File: config.mk
export PLATFORM = sky130hd
export DESIGN_NAME = ptcb_timer_counter_bank
export DESIGN_NICKNAME = d
export VERILOG_FILES = /design/src/ptcb_timer_counter_bank.v
export VERILOG_INCLUDE_DIRS = /design/src
export SDC_FILE = /design/constraint.sdc
export NUM_CORES = 1
export LEC_CHECK = 0
export BUFFER_PORTS_ARGS = -buffer_cell sky130_fd_sc_hd__buf_2
export CELL_PAD_IN_SITES_DETAIL_PLACEMENT = 1
export CELL_PAD_IN_SITES_GLOBAL_PLACEMENT = 1
export CORE_UTILIZATION = 40
export DETAILED_ROUTE_END_ITERATION = 8
export PLACE_DENSITY = 0.84
export SLEW_MARGIN = 20
export SYNTH_ARGS = -nofsm -noshare
export SYNTH_HDL_FRONTEND = slang
export SYNTH_SLANG_ARGS = --single-unit
export TNS_END_PERCENT = 50
File: constraint.sdc
create_clock -name clk_i -period 4.1 [get_ports clk_i]
set_clock_uncertainty 0.2 [all_clocks]
set_input_delay 0.82 -clock clk_i [delete_from_list [all_inputs] [get_ports clk_i]]
set_output_delay 0.82 -clock clk_i [all_outputs]
set_load 0.005 [all_outputs]
File: src/ptcb_defines.vh
// constants for the timer and counter bank
`ifndef PTCB_DEFINES_VH
`define PTCB_DEFINES_VH
`define PTCB_CLK_HZ 100000000
`define PTCB_TENTH_MS 100
`define PTCB_HUNDREDTH_MS 10
`define PTCB_TENTH_CYC ((`PTCB_CLK_HZ / 1000) * `PTCB_TENTH_MS)
`define PTCB_HUNDREDTH_CYC ((`PTCB_CLK_HZ / 1000) * `PTCB_HUNDREDTH_MS)
`define PTCB_SHORT_MAX 14'h270f
`define PTCB_LONG_MAX 27'h5f5e0ff
`define PTCB_CNT_BASE 11'h3e8
`define PTCB_TMR_NUM_W 6
`define PTCB_VAL_ADDR_W 11
`endif

File: src/ptcb_timer_counter_bank.v
// bank of tenth/hundredth timers, accumulating timers and three counter types
`timescale 1ns/1ps
`include "ptcb_defines.vh"
module ptcb_timer_counter_bank #(
  parameter TENTH_CYC = `PTCB_TENTH_CYC,
  parameter HUNDREDTH_CYC = `PTCB_HUNDREDTH_CYC
) (
  input wire clk_i,
  input wire srst_i,
  // timers: 0 tenth, 1 hundredth, 2/3 acc tenth, 4/5 acc hundredth
  input wire tenth_second_timer_in_i,
  input wire [13:0] tenth_second_timer_preset_i,
  input wire hundredth_second_timer_in_i,
  input wire [13:0] hundredth_second_timer_preset_i,
  input wire accumulating_tenth_timer_en_i,
  input wire accumulating_tenth_timer_rst_i,
  input wire [26:0] accumulating_tenth_timer_preset_i,
  input wire accumulating_hundredth_timer_en_i,
  input wire accumulating_hundredth_timer_rst_i,
  input wire [26:0] accumulating_hundredth_timer_preset_i,
  // counters: 0 up, 1/2 up-down, 3 stage
  input wire up_counter_count_i,
  input wire up_counter_rst_i,
  input wire [13:0] up_counter_preset_i,
  input wire up_down_counter_up_i,
  input wire up_down_counter_down_i,
  input wire up_down_counter_rst_i,
  input wire [26:0] up_down_counter_preset_i,
  input wire stage_counter_count_i,
  input wire stage_counter_rst_cmd_i,
  input wire [13:0] stage_counter_preset_i,
  // value memory read port
  input wire [10:0] value_addr_i,
  output reg [15:0] value_data_o,
  output reg [5:0] timer_status_o,
  output reg [3:0] counter_bit_space_o
);

  reg [31:0] tenth_div;
  reg [31:0] hund_div;
  reg [31:0] next_tenth_div;
  reg [31:0] next_hund_div;
  reg tenth_tick;
  reg hund_tick;
  reg next_tenth_tick;
  reg next_hund_tick;
  reg [13:0] tmr_t;
  reg [13:0] tmr_h;
  reg [26:0] acc_t;
  reg [26:0] acc_h;
  reg [13:0] cnt_up;
  reg [26:0] cnt_ud;
  reg [13:0] cnt_sg;
  reg [13:0] next_tmr_t;
  reg [13:0] next_tmr_h;
  reg [26:0] next_acc_t;
  reg [26:0] next_acc_h;
  reg [13:0] next_cnt_up;
  reg [26:0] next_cnt_ud;
  reg [13:0] next_cnt_sg;
  reg up_q;
  reg ud_up_q;
  reg ud_dn_q;
  reg sg_q;
  reg [15:0] next_value;
  reg [5:0] next_timer_status;
  reg [3:0] next_counter_bits;
  wire up_edge;
  wire ud_up_edge;
  wire ud_dn_edge;
  wire sg_edge;
  wire [15:0] tmr_t_word;
  wire [15:0] tmr_h_word;
  wire [15:0] acc_t_lo;
  wire [15:0] acc_t_hi;
  wire [15:0] acc_h_lo;
  wire [15:0] acc_h_hi;
  wire [15:0] cnt_up_word;
  wire [15:0] cnt_ud_lo;
  wire [15:0] cnt_ud_hi;
  wire [15:0] cnt_sg_word;

  // tick dividers; one-cycle tick each time the count wraps
  // free-running bases: a timer's first count lands 1 to N cycles after its input turns on
  always @*
  begin
    next_tenth_tick = (tenth_div == TENTH_CYC - 1);
    next_hund_tick = (hund_div == HUNDREDTH_CYC - 1);
    if (next_tenth_tick)
    begin
      next_tenth_div = 32'h0;
    end
    else
    begin
      next_tenth_div = tenth_div + 32'h1;
    end
    if (next_hund_tick)
    begin
      next_hund_div = 32'h0;
    end
    else
    begin
      next_hund_div = hund_div + 32'h1;
    end
  end

  always @(posedge clk_i)
  begin
    if (srst_i)
    begin
      tenth_div <= 32'h0;
      hund_div <= 32'h0;
      tenth_tick <= 1'b0;
      hund_tick <= 1'b0;
    end
    else
    begin
      tenth_div <= next_tenth_div;
      hund_div <= next_hund_div;
      tenth_tick <= next_tenth_tick;
      hund_tick <= next_hund_tick;
    end
  end

  // held copies reset low, the idle level of the count inputs, so no false edge after reset
  assign up_edge = up_counter_count_i & ~up_q;
  assign ud_up_edge = up_down_counter_up_i & ~ud_up_q;
  assign ud_dn_edge = up_down_counter_down_i & ~ud_dn_q;
  assign sg_edge = stage_counter_count_i & ~sg_q;

  // input off clears at once, so a short drop between ticks is never missed
  always @*
  begin
    next_tmr_t = tmr_t;
    if (!tenth_second_timer_in_i)
    begin
      next_tmr_t = 14'h0;
    end
    else if (tenth_tick && (tmr_t != `PTCB_SHORT_MAX))
    begin
      next_tmr_t = tmr_t + 14'h1;
    end
  end

  // hundredth-second single-input timer
  always @*
  begin
    next_tmr_h = tmr_h;
    if (!hundredth_second_timer_in_i)
    begin
      next_tmr_h = 14'h0;
    end
    else if (hund_tick && (tmr_h != `PTCB_SHORT_MAX))
    begin
      next_tmr_h = tmr_h + 14'h1;
    end
  end

  // accumulating tenth timer; reset wins over enable
  always @*
  begin
    next_acc_t = acc_t;
    if (accumulating_tenth_timer_rst_i)
    begin
      next_acc_t = 27'h0;
    end
    else if (accumulating_tenth_timer_en_i && tenth_tick && (acc_t != `PTCB_LONG_MAX))
    begin
      next_acc_t = acc_t + 27'h1;
    end
  end

  // accumulating hundredth timer; reset wins over enable
  always @*
  begin
    next_acc_h = acc_h;
    if (accumulating_hundredth_timer_rst_i)
    begin
      next_acc_h = 27'h0;
    end
    else if (accumulating_hundredth_timer_en_i && hund_tick && (acc_h != `PTCB_LONG_MAX))
    begin
      next_acc_h = acc_h + 27'h1;
    end
  end

  // up counter; the maximum is held until reset
  always @*
  begin
    next_cnt_up = cnt_up;
    if (up_counter_rst_i)
    begin
      next_cnt_up = 14'h0;
    end
    else if (up_edge && (cnt_up != `PTCB_SHORT_MAX))
    begin
      next_cnt_up = cnt_up + 14'h1;
    end
  end

  // up/down counter; both inputs on means neither counts, the program keeps the idle one off
  always @*
  begin
    next_cnt_ud = cnt_ud;
    if (up_down_counter_rst_i)
    begin
      next_cnt_ud = 27'h0;
    end
    else if (ud_up_edge && !up_down_counter_down_i && (cnt_ud != `PTCB_LONG_MAX))
    begin
      next_cnt_ud = cnt_ud + 27'h1;
    end
    else if (ud_dn_edge && !up_down_counter_up_i && (cnt_ud != 27'h0))
    begin
      next_cnt_ud = cnt_ud - 27'h1;
    end
  end

  // stage counter; only the separate reset command or srst_i clears it
  always @*
  begin
    next_cnt_sg = cnt_sg;
    if (stage_counter_rst_cmd_i)
    begin
      next_cnt_sg = 14'h0;
    end
    else if (sg_edge && (cnt_sg != `PTCB_SHORT_MAX))
    begin
      next_cnt_sg = cnt_sg + 14'h1;
    end
  end

  // counters reset to zero and never wrap
  always @(posedge clk_i)
  begin
    if (srst_i)
    begin
      tmr_t <= 14'h0;
      tmr_h <= 14'h0;
      acc_t <= 27'h0;
      acc_h <= 27'h0;
      cnt_up <= 14'h0;
      cnt_ud <= 27'h0;
      cnt_sg <= 14'h0;
      up_q <= 1'b0;
      ud_up_q <= 1'b0;
      ud_dn_q <= 1'b0;
      sg_q <= 1'b0;
    end
    else
    begin
      tmr_t <= next_tmr_t;
      tmr_h <= next_tmr_h;
      acc_t <= next_acc_t;
      acc_h <= next_acc_h;
      cnt_up <= next_cnt_up;
      cnt_ud <= next_cnt_ud;
      cnt_sg <= next_cnt_sg;
      up_q <= up_counter_count_i;
      ud_up_q <= up_down_counter_up_i;
      ud_dn_q <= up_down_counter_down_i;
      sg_q <= stage_counter_count_i;
    end
  end

  // value words; long values take word n (low 16 bits) and n+1 (high bits)
  assign tmr_t_word = {2'b00, tmr_t};
  assign tmr_h_word = {2'b00, tmr_h};
  assign acc_t_lo = acc_t[15:0];
  assign acc_t_hi = {5'h0, acc_t[26:16]};
  assign acc_h_lo = acc_h[15:0];
  assign acc_h_hi = {5'h0, acc_h[26:16]};
  assign cnt_up_word = {2'b00, cnt_up};
  assign cnt_ud_lo = cnt_ud[15:0];
  assign cnt_ud_hi = {5'h0, cnt_ud[26:16]};
  assign cnt_sg_word = {2'b00, cnt_sg};

  // value memory decode
  always @*
  begin
    next_value = 16'h0;
    case (value_addr_i)
      11'd0: next_value = tmr_t_word;
      11'd1: next_value = tmr_h_word;
      11'd2: next_value = acc_t_lo;
      11'd3: next_value = acc_t_hi;
      11'd4: next_value = acc_h_lo;
      11'd5: next_value = acc_h_hi;
      `PTCB_CNT_BASE: next_value = cnt_up_word;
      `PTCB_CNT_BASE + 11'd1: next_value = cnt_ud_lo;
      `PTCB_CNT_BASE + 11'd2: next_value = cnt_ud_hi;
      `PTCB_CNT_BASE + 11'd3: next_value = cnt_sg_word;
      default: next_value = 16'h0;
    endcase
  end

  // presets are live ports, so a preset changed while running takes effect at once
  always @*
  begin
    next_timer_status = 6'h0;
    next_counter_bits = 4'h0;
    next_timer_status[0] = (tmr_t >= tenth_second_timer_preset_i);
    next_timer_status[1] = (tmr_h >= hundredth_second_timer_preset_i);
    next_timer_status[2] = (acc_t >= accumulating_tenth_timer_preset_i);
    // words 3 and 5 hold upper value halves, so their bits stay off
    next_timer_status[4] = (acc_h >= accumulating_hundredth_timer_preset_i);
    next_counter_bits[0] = (cnt_up >= up_counter_preset_i);
    next_counter_bits[1] = (cnt_ud >= up_down_counter_preset_i);
    next_counter_bits[3] = (cnt_sg >= stage_counter_preset_i);
  end

  always @(posedge clk_i)
  begin
    if (srst_i)
    begin
      value_data_o <= 16'h0;
      timer_status_o <= 6'h0;
      counter_bit_space_o <= 4'h0;
    end
    else
    begin
      value_data_o <= next_value;
      timer_status_o <= next_timer_status;
      counter_bit_space_o <= next_counter_bits;
    end
  end

endmodule // ptcb_timer_counter_bank

# [Word-level counts from Yosys, hierarchy flattened]
# Cells that the tools add are included.
[op_classes] bitwise=10 eq_ne=18 reduce_logical=26 mux=3 addsub=10 order_cmp=7
[ops] op="$pmux 16 s10" count=1
[ops] op="$add 27x1->27 const B" count=3
[ops] op="$ge 27x27->1" count=3
[ops] op="$ne 27x27->1 const B" count=3
[ops] op="$add 32x1->32 const B" count=2
[ops] op="$add 14x1->14 const B" count=4
[ops] op="$ge 14x14->1" count=4
[ops] op="$ne 14x14->1 const B" count=4
[ops] op="$mux 27" count=2
[ops] op="$eq 11x10->1 const B" count=4
[ops] op="$eq 32x20->1 const B" count=1
[ops] op="$eq 32x24->1 const B" count=1
[ops] op="$reduce_bool 27->1" count=1
[ops] op="$sub 27x1->27 const B" count=1
[ops] op="$eq 11x2->1 const B" count=2
[ops] op="$eq 11x3->1 const B" count=2
[ops] op="$reduce_or 2->1" count=9
[ops] op="$logic_and 1x1->1" count=12
[ops] op="$eq 11x1->1 const B" count=1
[ops] op="$logic_not 11->1" count=1
[ops] op="$not 1->1" count=6
[ops] op="$and 1x1->1" count=4
[ops] op="$logic_not 1->1" count=2
[ops] op="$reduce_bool 2->1" count=1
[totals] output_inout_bits=26 input_bits=163 wordCells=94 regBits=233

# [Depth between registers and ports, before layout]
# Gate-level depths: netlist (run 1).
[logic_depth] depth_word=6 ltp_mapped=13 mapped_depth_nobuf=13

# [Worst setup path after synthesis (run 1)]
# OpenSTA, ideal clock, no wires.
[synth_path] path_kind="in2reg" from="input port up_down_counter_down_i" to="register cnt_ud[26]" n_path_buf=0 required_time_ns=3.828 arrival_ns=3.853 setup_ns=0.072 setup_slack_ns=-0.025 cell_stages=11 cell_sequence="nor2_1 > nand3_1 > ha_1 > and3_4 > a221o_1 > a21o_1 > a211oi_2 > a21boi_4 > o21a_4 > mux2i_1 > mux2i_1"
[synth_between] elab_chain_len=4 word_cells_on_any_way=8 classes_between="mux: 1; bitwise: 1; reduce/logical: 6"
[synth_lines] element="from (decl)" line_no="ptcb_timer_counter_bank.v:26" text="input wire up_down_counter_down_i,"
[synth_lines] element="$and 1x1->1 or $logic_not 1->1 (tied branches)" line_no="ptcb_timer_counter_bank.v:128, ptcb_timer_counter_bank.v:209"
[synth_lines] element="$logic_and 1x1->1 (on tied branches) (2 in series)" line_no="ptcb_timer_counter_bank.v:213, ptcb_timer_counter_bank.v:209"
[synth_lines] element="$reduce_bool 2->1 (no source line) or $mux 27 (tied branches)"
[synth_lines] element="to (signal assigned)" line_no="ptcb_timer_counter_bank.v:257" text="cnt_ud <= next_cnt_ud;"
[synth_lines] element="to (decl)" line_no="ptcb_timer_counter_bank.v:52" text="reg [26:0] cnt_ud;"
# Several ways; a longest one is shown, not always the timed one.
# A chain may end at the register's enable or synchronous reset.

# [Worst setup path in the final report (run 1)]
[layout_path] from="register cnt_ud[13]" to="register cnt_ud[26]"
[layout_between] elab_chain_len=3 word_cells_on_any_way=9 classes_between="add/sub: 2; eq/ne: 1; mux: 2; reduce/logical: 4"
[layout_lines] element="$sub 27x1->27 (tied with other cells)" line_no="ptcb_timer_counter_bank.v:215" text="next_cnt_ud = cnt_ud - 27'h1;"
[layout_lines] element="$mux 27 (tied with other cells)" line_no="ptcb_timer_counter_bank.v:213" text="else if (ud_dn_edge && !up_down_counter_up_i && (cnt_ud != 27'h0))"
[layout_lines] element="$mux 27 or $reduce_bool 2->1 (tied branches)"
# Several ways; a longest one is shown, not always the timed one. The select of a mux whose other input is x is not followed.

==> results of run 1 <==
==> timing repair <==
action / CTS / global route
resized for setup: 1 / 3
endpoints found under the setup margin: 4 / 2
cloned: 0 / 0
buffers inserted: 0 / 0
==> placed cells by master, fill, tap and decap left out, drive strengths merged, types with 52 or more instances in the layout <==
master  Yosys  layout
a21oi      72      72
nor2      220     220
nand3      77      77
xnor2      62      62
inv       166     167
xor2       96      96
o21ai      68      68
dfxtp     230     230
buf        22     222
ha        170     170
a21o       52      52
nand2     171     171
==> worst paths after layout <==
check,from,endpoint,slack (ns),depth (start not counted)
setup / recovery,cnt_ud[13]$_SDFFE_PP0P_,cnt_ud[26]$_SDFFE_PP0P_,0.11,14
hold / removal,hund_div[0]$_SDFF_PP0_,hund_div[0]$_SDFF_PP0_,0.27,1
setup reg to reg,cnt_ud[13]$_SDFFE_PP0P_,cnt_ud[26]$_SDFFE_PP0P_,0.11,14
hold reg to reg,hund_div[0]$_SDFF_PP0_,hund_div[0]$_SDFF_PP0_,0.27,1
==> sequential cells by signal (all words and copies together), names as in the netlist, 16 cells and up <==
| register | flops |
|---|---|
| cnt_ud | 27 |
| value_data_o | 16 |
| acc_h | 27 |
| hund_div | 32 |
| acc_t | 27 |
| tenth_div | 32 |
==> cells by family after synthesis <==
| kind of cell | share of synthesized area [%] |
|---|---|
| AO/OA/AOI/OAI | 14.5 |
| XOR/XNOR | 9.18 |
| adder cells (fa/ha/maj) | 14.2 |
| buffers and inverters | 5.54 |
| flip-flops | 30.5 |
| multiplexers | 2.67 |
| other | 0.0249 |
| AND/OR/NAND/NOR | 23.3 |
==> cell type report <==
type,count,share of cell area (%)
Multi-Input combinational cell,1399,54.9
Inverter,166,3.53
Antenna cell,1,0.0142
Sequential cell,230,26.1
Timing Repair Buffer,222,6.83
Tap cell,504,3.58
Clock inverter,6,0.632
Clock buffer,42,4.38
==> per-layer routing <==
| layer | vias to the layer above | global-route usage, % | share of wire [%] |
|---|---|---|---|
| met5 | - | 0 | 0.044 |
| met4 | 4 | 10.8 | 4.3 |
| met3 | 116 | 3.21 | 4.9 |
| met2 | 395 | 44.6 | 48 |
| met1 | 6998 | 32.0 | 43 |
| li1 | 6890 | - | - |
==> critical path, cell delays in order (launching register included) <==
cell      delay (ns)
dfxtp_1         0.54
nand4_1         0.14
nor2_1          0.20
nand4_1         0.17
nand3_2         0.16
buf_4           0.26
ha_1            0.33
and3_4          0.19
a221o_1         0.37
a21o_1          0.21
a211oi_2        0.23
a21boi_4        0.25
o21a_4          0.17
mux2i_1         0.25
mux2i_1         0.23
==> metrics by stage <==
| step | std cells | cell area, um^2 | hold slack, ns | TNS, ns |
|---|---|---|---|---|
| after global placement | 2521 | 16700 | 0.240 | 0 |
| after detailed placement | 2521 | 16700 | 0.271 | -0.0869 |
| after global routing | 2570 | 17600 | 0.310 | -0.0171 |
| after floorplan | 1844 | 15100 | 0.230 | 0 |
| final | 2570 | 17600 | 0.271 | 0 |
| after CTS | 2569 | 17600 | 0.284 | 0 |
==> Yosys cell counts (48+ instances only) <==
master and number:
a21o_1 52, a21oi_1 72, dfxtp_1 230, ha_1 170, inv_1 166, nand2_1 171, nand3_1 75, nand4_1 48
nor2_1 218, o21ai_0 66, xnor2_1 62, xor2_1 96
==> power breakdown <==
group          switching [W]  leakage (nW)  internal [W]
clock network       0.000981         0.431       0.00148
registers          0.0000315          1.86       0.00226
logic               0.000508          5.62      0.000376
==> metrics.cfg, run 1 <==
[outcome]
status = finished, final reports clean

[setup_path]
cp-end-kind = register
cp.required_ns = 4.35
worstSetupPathType = register to register
startpoint_type = register
cp_max_fo = 16
arrival_ns = 4.24

[layout]
multi_input_area_mm2 = 0.00968
finalNetCount = 2380
fillers = 4518
ff_latch_area_mm2 = 0.00460
drive_above_1_share_pct = 15.0
area_delta_synth_final_pct = 16.9
fin_util_pct = 47.8

[grt]
grt_max_degree = 32
first_global_vias = 15000
grt_pass1_wl_um = 79800
grt_antenna_before_repair = 3
grt_usage_pct = 25.7
grt_overflow_total = 0

[yosys]
async_flop_share_pct = 0
synth_enable_flop_cells = 0
synthFlopType = dfxtp_1
syn_inst = 1842
ys_top_cells_by_area = dfxtp_1 31%, ha_1 14%, xor2_1 5.6%
synth_area_leader_cell = dfxtp_1
yosysWarnings = 0
yosys_register_bits = 230
yosysSeqAreaShare_pct = 30.5
yosysUniqueCellTypes = 76
syn_area_per_cell_um2 = 8.18
syn_area_mm2 = 0.0151
synth_top_area_share_pct = 30.5

[placed_design]
place_hpwl_um = 39500
gp_congestion = 0.955
pre_cts_slack_ns = -0.0312
portBuffers = 185

[power]
leakagePower_nw = 7.91
total_power_w = 0.00564
power.density_mw_per_mm2 = 320
peakVddDrop_mv = 0.286

[clock_network]
cts_root_buffer = clkbuf_16
cts.sinks = 230
cts_buffers = 27
cts_tree = done
insertion_delay_ns = 0.54
clockBufferDepth = 3
postCtsHoldBufs = 0
ctsHtreeMaxLevel = 1
cts.clk_slew.worst_paths_ns = 0.07

[drt]
ant_nets = 0
dr.pass1.iters = 6
vias = 14400
postRouteWirelength_um = 49900
drc = 0
drt_iter0_drc = 978
viasPerCell = 5.60
detail_route.wl_per_cell_um = 19.4

[timing]
relSlewSlack_pct = 33.7
slew_violations = 0
grt_setup_unrepaired = yes
min_period_ns = 3.99
setup_slack_ns = 0.112
setup_viol = 0
hold_viol = 0
clock.fmax_mhz = 251
worst_pin_slew_ns = 0.989
finalCritPeriodShare_pct = 97.3

[hold_path]
hold_path_class = register to register

[floorplanning]
io_pins = 189
die_area_mm2 = 0.0385
std_cell_rows = 70
start_util_pct = 40.9
die_x_um = 196
core-area_mm2 = 0.0369
die_y_um = 196

[run]
cap_violations = 0

Power figures use the tool's default switching activity.
==> run 2, diff against run 1 <==
- CORE_UTILIZATION: 40 -> 44
- PLACE_DENSITY: 0.84 -> 0.88
- clock period: 4.1 -> 3.95 ns (I/O delays scaled with it)
==> run 2 against run 1 <==
Net effect:
- die area fell by 9.0%
- non-clock buffer count rose by 10
- first-iteration DRC count shrank 15%
- core utilization is 4.8 points higher
- register-to-register slack better by 0.12 ns
- highest routed layer is now met4
==> metrics.cfg, run 2 (same netlist as run 1, synthesis figures left out) <==
[clock_network]
insertion_delay_ns = 0.56  ; was 0.54 ns
ctsHtreeMaxLevel = 1  ; unchanged
clockBufferDepth = 3  ; unchanged
cts_tree = done  ; unchanged
cts_buffers = 27  ; unchanged
cts.sinks = 230  ; unchanged
cts_root_buffer = clkbuf_16  ; unchanged
postCtsHoldBufs = 0  ; unchanged
cts.clk_slew.worst_paths_ns = 0.06  ; was 0.07 ns

[setup_path]
r2r_slack_ns = 0.24  ; was 0.11 ns
cp-end-kind = register  ; unchanged
startpoint_type = register  ; unchanged
worstSetupPathType = register to register  ; unchanged
slowest_stage = dfxtp_1  ; unchanged
r2r_end = cnt_ud[25]$_SDFFE_PP0P_  ; was cnt_ud[26]$_SDFFE_PP0P_
r2r_start = cnt_ud[4]$_SDFFE_PP0P_  ; was cnt_ud[13]$_SDFFE_PP0P_
cp_max_fo = 12  ; was 16
cp.required_ns = 4.17  ; was 4.35 ns
crit_family = compound AO/OA/AOI/OAI gates  ; unchanged
path_buf_inv = 1  ; unchanged
r2r_cells = 13  ; was 14
cpPeakStageDelay_ns = 0.47  ; was 0.54 ns
path_cells = nand4_1 > nor2_1 > nand4_1 > nand3_4 > buf_4 > ha_1 > a211o_1 > o211ai_1 > nand3_1 > a31o_2 > a221oi_2 > nor4_1 > a211o_1  ; was nand4_1 > nor2_1 > nand4_1 > nand3_2 > buf_4 > ha_1 > and3_4 > a221o_1 > a21o_1 > a211oi_2 > a21boi_4 > o21a_4 > mux2i_1 > mux2i_1
arrival_ns = 3.94  ; was 4.24 ns

[timing]
hold-worst-slack_ns = 0.262  ; was 0.271 ns
clock.fmax_mhz = 269  ; was 251 MHz
finalCritPeriodShare_pct = 94.0  ; was 97.3%
min_period_ns = 3.71  ; was 3.99 ns
setup_viol = 0  ; unchanged
relSlewSlack_pct = 34.2  ; was 33.7%
slew_violations = 0  ; unchanged
grt_setup_unrepaired = no  ; was yes
setup_slack_ns = 0.236  ; was 0.112 ns
hold_viol = 0  ; unchanged
worst_pin_slew_ns = 0.981  ; was 0.989 ns
tns_ns = 0  ; unchanged

[grt]
first_global_vias = 15500  ; was 15000
grt_antenna_before_repair = 0  ; was 3
grt_max_degree = 32  ; unchanged
grt_overflow_total = 0  ; unchanged
grt_usage_pct = 28.6  ; was 25.7%
grt_pass1_wl_um = 81100  ; was 79800 um

[outcome]
status = finished, final reports clean  ; unchanged

[floorplanning]
die_area_mm2 = 0.0350  ; was 0.0385 mm^2
die_x_um = 187  ; was 196 um
io_pins = 189  ; unchanged
core-area_mm2 = 0.0336  ; was 0.0369 mm^2
die_y_um = 187  ; was 196 um
std_cell_rows = 67  ; was 70
start_util_pct = 44.8  ; was 40.9%

[layout]
antenna_cells = 0  ; was 1
finalNetCount = 2390  ; was 2380
fin_util_pct = 52.6  ; was 47.8%
drive_above_1_share_pct = 15.7  ; was 15.0%
area_delta_synth_final_pct = 17.2  ; was 16.9%
layout_commonest_cell = dfxtp_1  ; unchanged
fillers = 4117  ; was 4518
final_cell_mix = 228 x dfxtp_1, 218 x nor2_1, 185 x buf_2  ; was 230 x dfxtp_1, 218 x nor2_1, 185 x buf_2
reg.largest.list = hund_div (32), tenth_div (32)  ; unchanged

[hold_path]
hold_path_class = input port to register  ; was register to register
min_from = up_counter_count_i  ; was hund_div[0]$_SDFF_PP0_
hold_end = up_q$_SDFF_PP0_  ; was hund_div[0]$_SDFF_PP0_
worst_hold_path.num_cells = 2  ; was 1

[power]
peakVddDrop_mv = 0.319  ; was 0.286 mV
power.density_mw_per_mm2 = 335  ; was 320 mW/mm^2
leakagePower_nw = 7.97  ; was 7.91 nW

[drt]
detail_route.wl_per_cell_um = 20.2  ; was 19.4 um
postRouteWirelength_um = 51000  ; was 49900 um
viasPerCell = 5.79  ; was 5.60
dr.pass1.iters = 7  ; was 6
vias = 14600  ; was 14400
drt_iter0_drc = 830  ; was 978
ant_nets = 0  ; unchanged
drc = 0  ; unchanged

[placed_design]
gp_congestion = 0.948  ; was 0.955
pre_cts_slack_ns = -0.0654  ; was -0.0312 ns
portBuffers = 185  ; unchanged
place_hpwl_um = 38800  ; was 39500 um

[run]
cap_violations = 0  ; unchanged

[run 2: changes by cell type in the layout (fill, tap and decap cells not counted), sizes merged]
cell      previous run  this run
clkinv               2         3
clkbuf              42        41
buf                222       232
clkinvlp             0         1
diode                1         0
[run 2: through the flow]
| stage | cell area (um^2) | std cells | power (W) |
|---|---|---|---|
| 2_1_floorplan | 15100 | 1844 | 0.00300 |
| 3_3_place_gp | 16700 | 2471 | 0.00329 |
| 3_5_place_dp | 16700 | 2471 | 0.00333 |
| 4_1_cts | 17600 | 2520 | 0.00594 |
| 5_1_grt | 17700 | 2524 | 0.00614 |
| 6_report | 17700 | 2524 | 0.00593 |
[run 2: power breakdown]
part	total [W]	switching, W	internal [W]
combinational	0.000934	0.000535	0.000399
clock	0.00261	0.00103	0.00158
sequential	0.00238	0.0000295	0.00235
total	0.00593	0.00160	0.00433
[run 2: cell type report]
type	instances	area, um^2	share of cell area (%)
clock inverters	8	121	0.687
repair buffers	232	1280	7.24
inverters	166	623	3.53
multi-input cells	1399	9680	54.8
clock buffers	41	798	4.52
well taps	448	561	3.17
flip-flops and latches	230	4610	26.1
[run 2: how the worst max path moves through the flow]
stage,depth (start not counted),startpoint,slack [ns],to
floorplan,11,up_down_counter_down_i,0.19,cnt_ud[26]$_SDFFE_PP0P_
global placement,12,up_down_counter_down_i,-0.02,cnt_ud[26]$_SDFFE_PP0P_
detailed placement,12,up_down_counter_down_i,-0.07,cnt_ud[25]$_SDFFE_PP0P_
CTS,13,cnt_ud[8]$_SDFFE_PP0P_,0.05,cnt_ud[19]$_SDFFE_PP0P_
global route,13,cnt_ud[8]$_SDFFE_PP0P_,0.03,cnt_ud[25]$_SDFFE_PP0P_
finish,13,cnt_ud[4]$_SDFFE_PP0P_,0.24,cnt_ud[25]$_SDFFE_PP0P_
[run 2: timing repair]
| action | in CTS | in global routing |
|---|---|---|
| pin swaps | 0 | 2 |
| resized for setup | 1 | 5 |
| setup endpoints to repair | 3 | 11 |
| setup buffers | 0 | 4 |
[run 2: metal layers]
metal	global-route usage (%)	wire length, um
met5	0	0
met4	12.0	2130
met3	3.47	2450
met2	51.3	25300
met1	34.4	21100
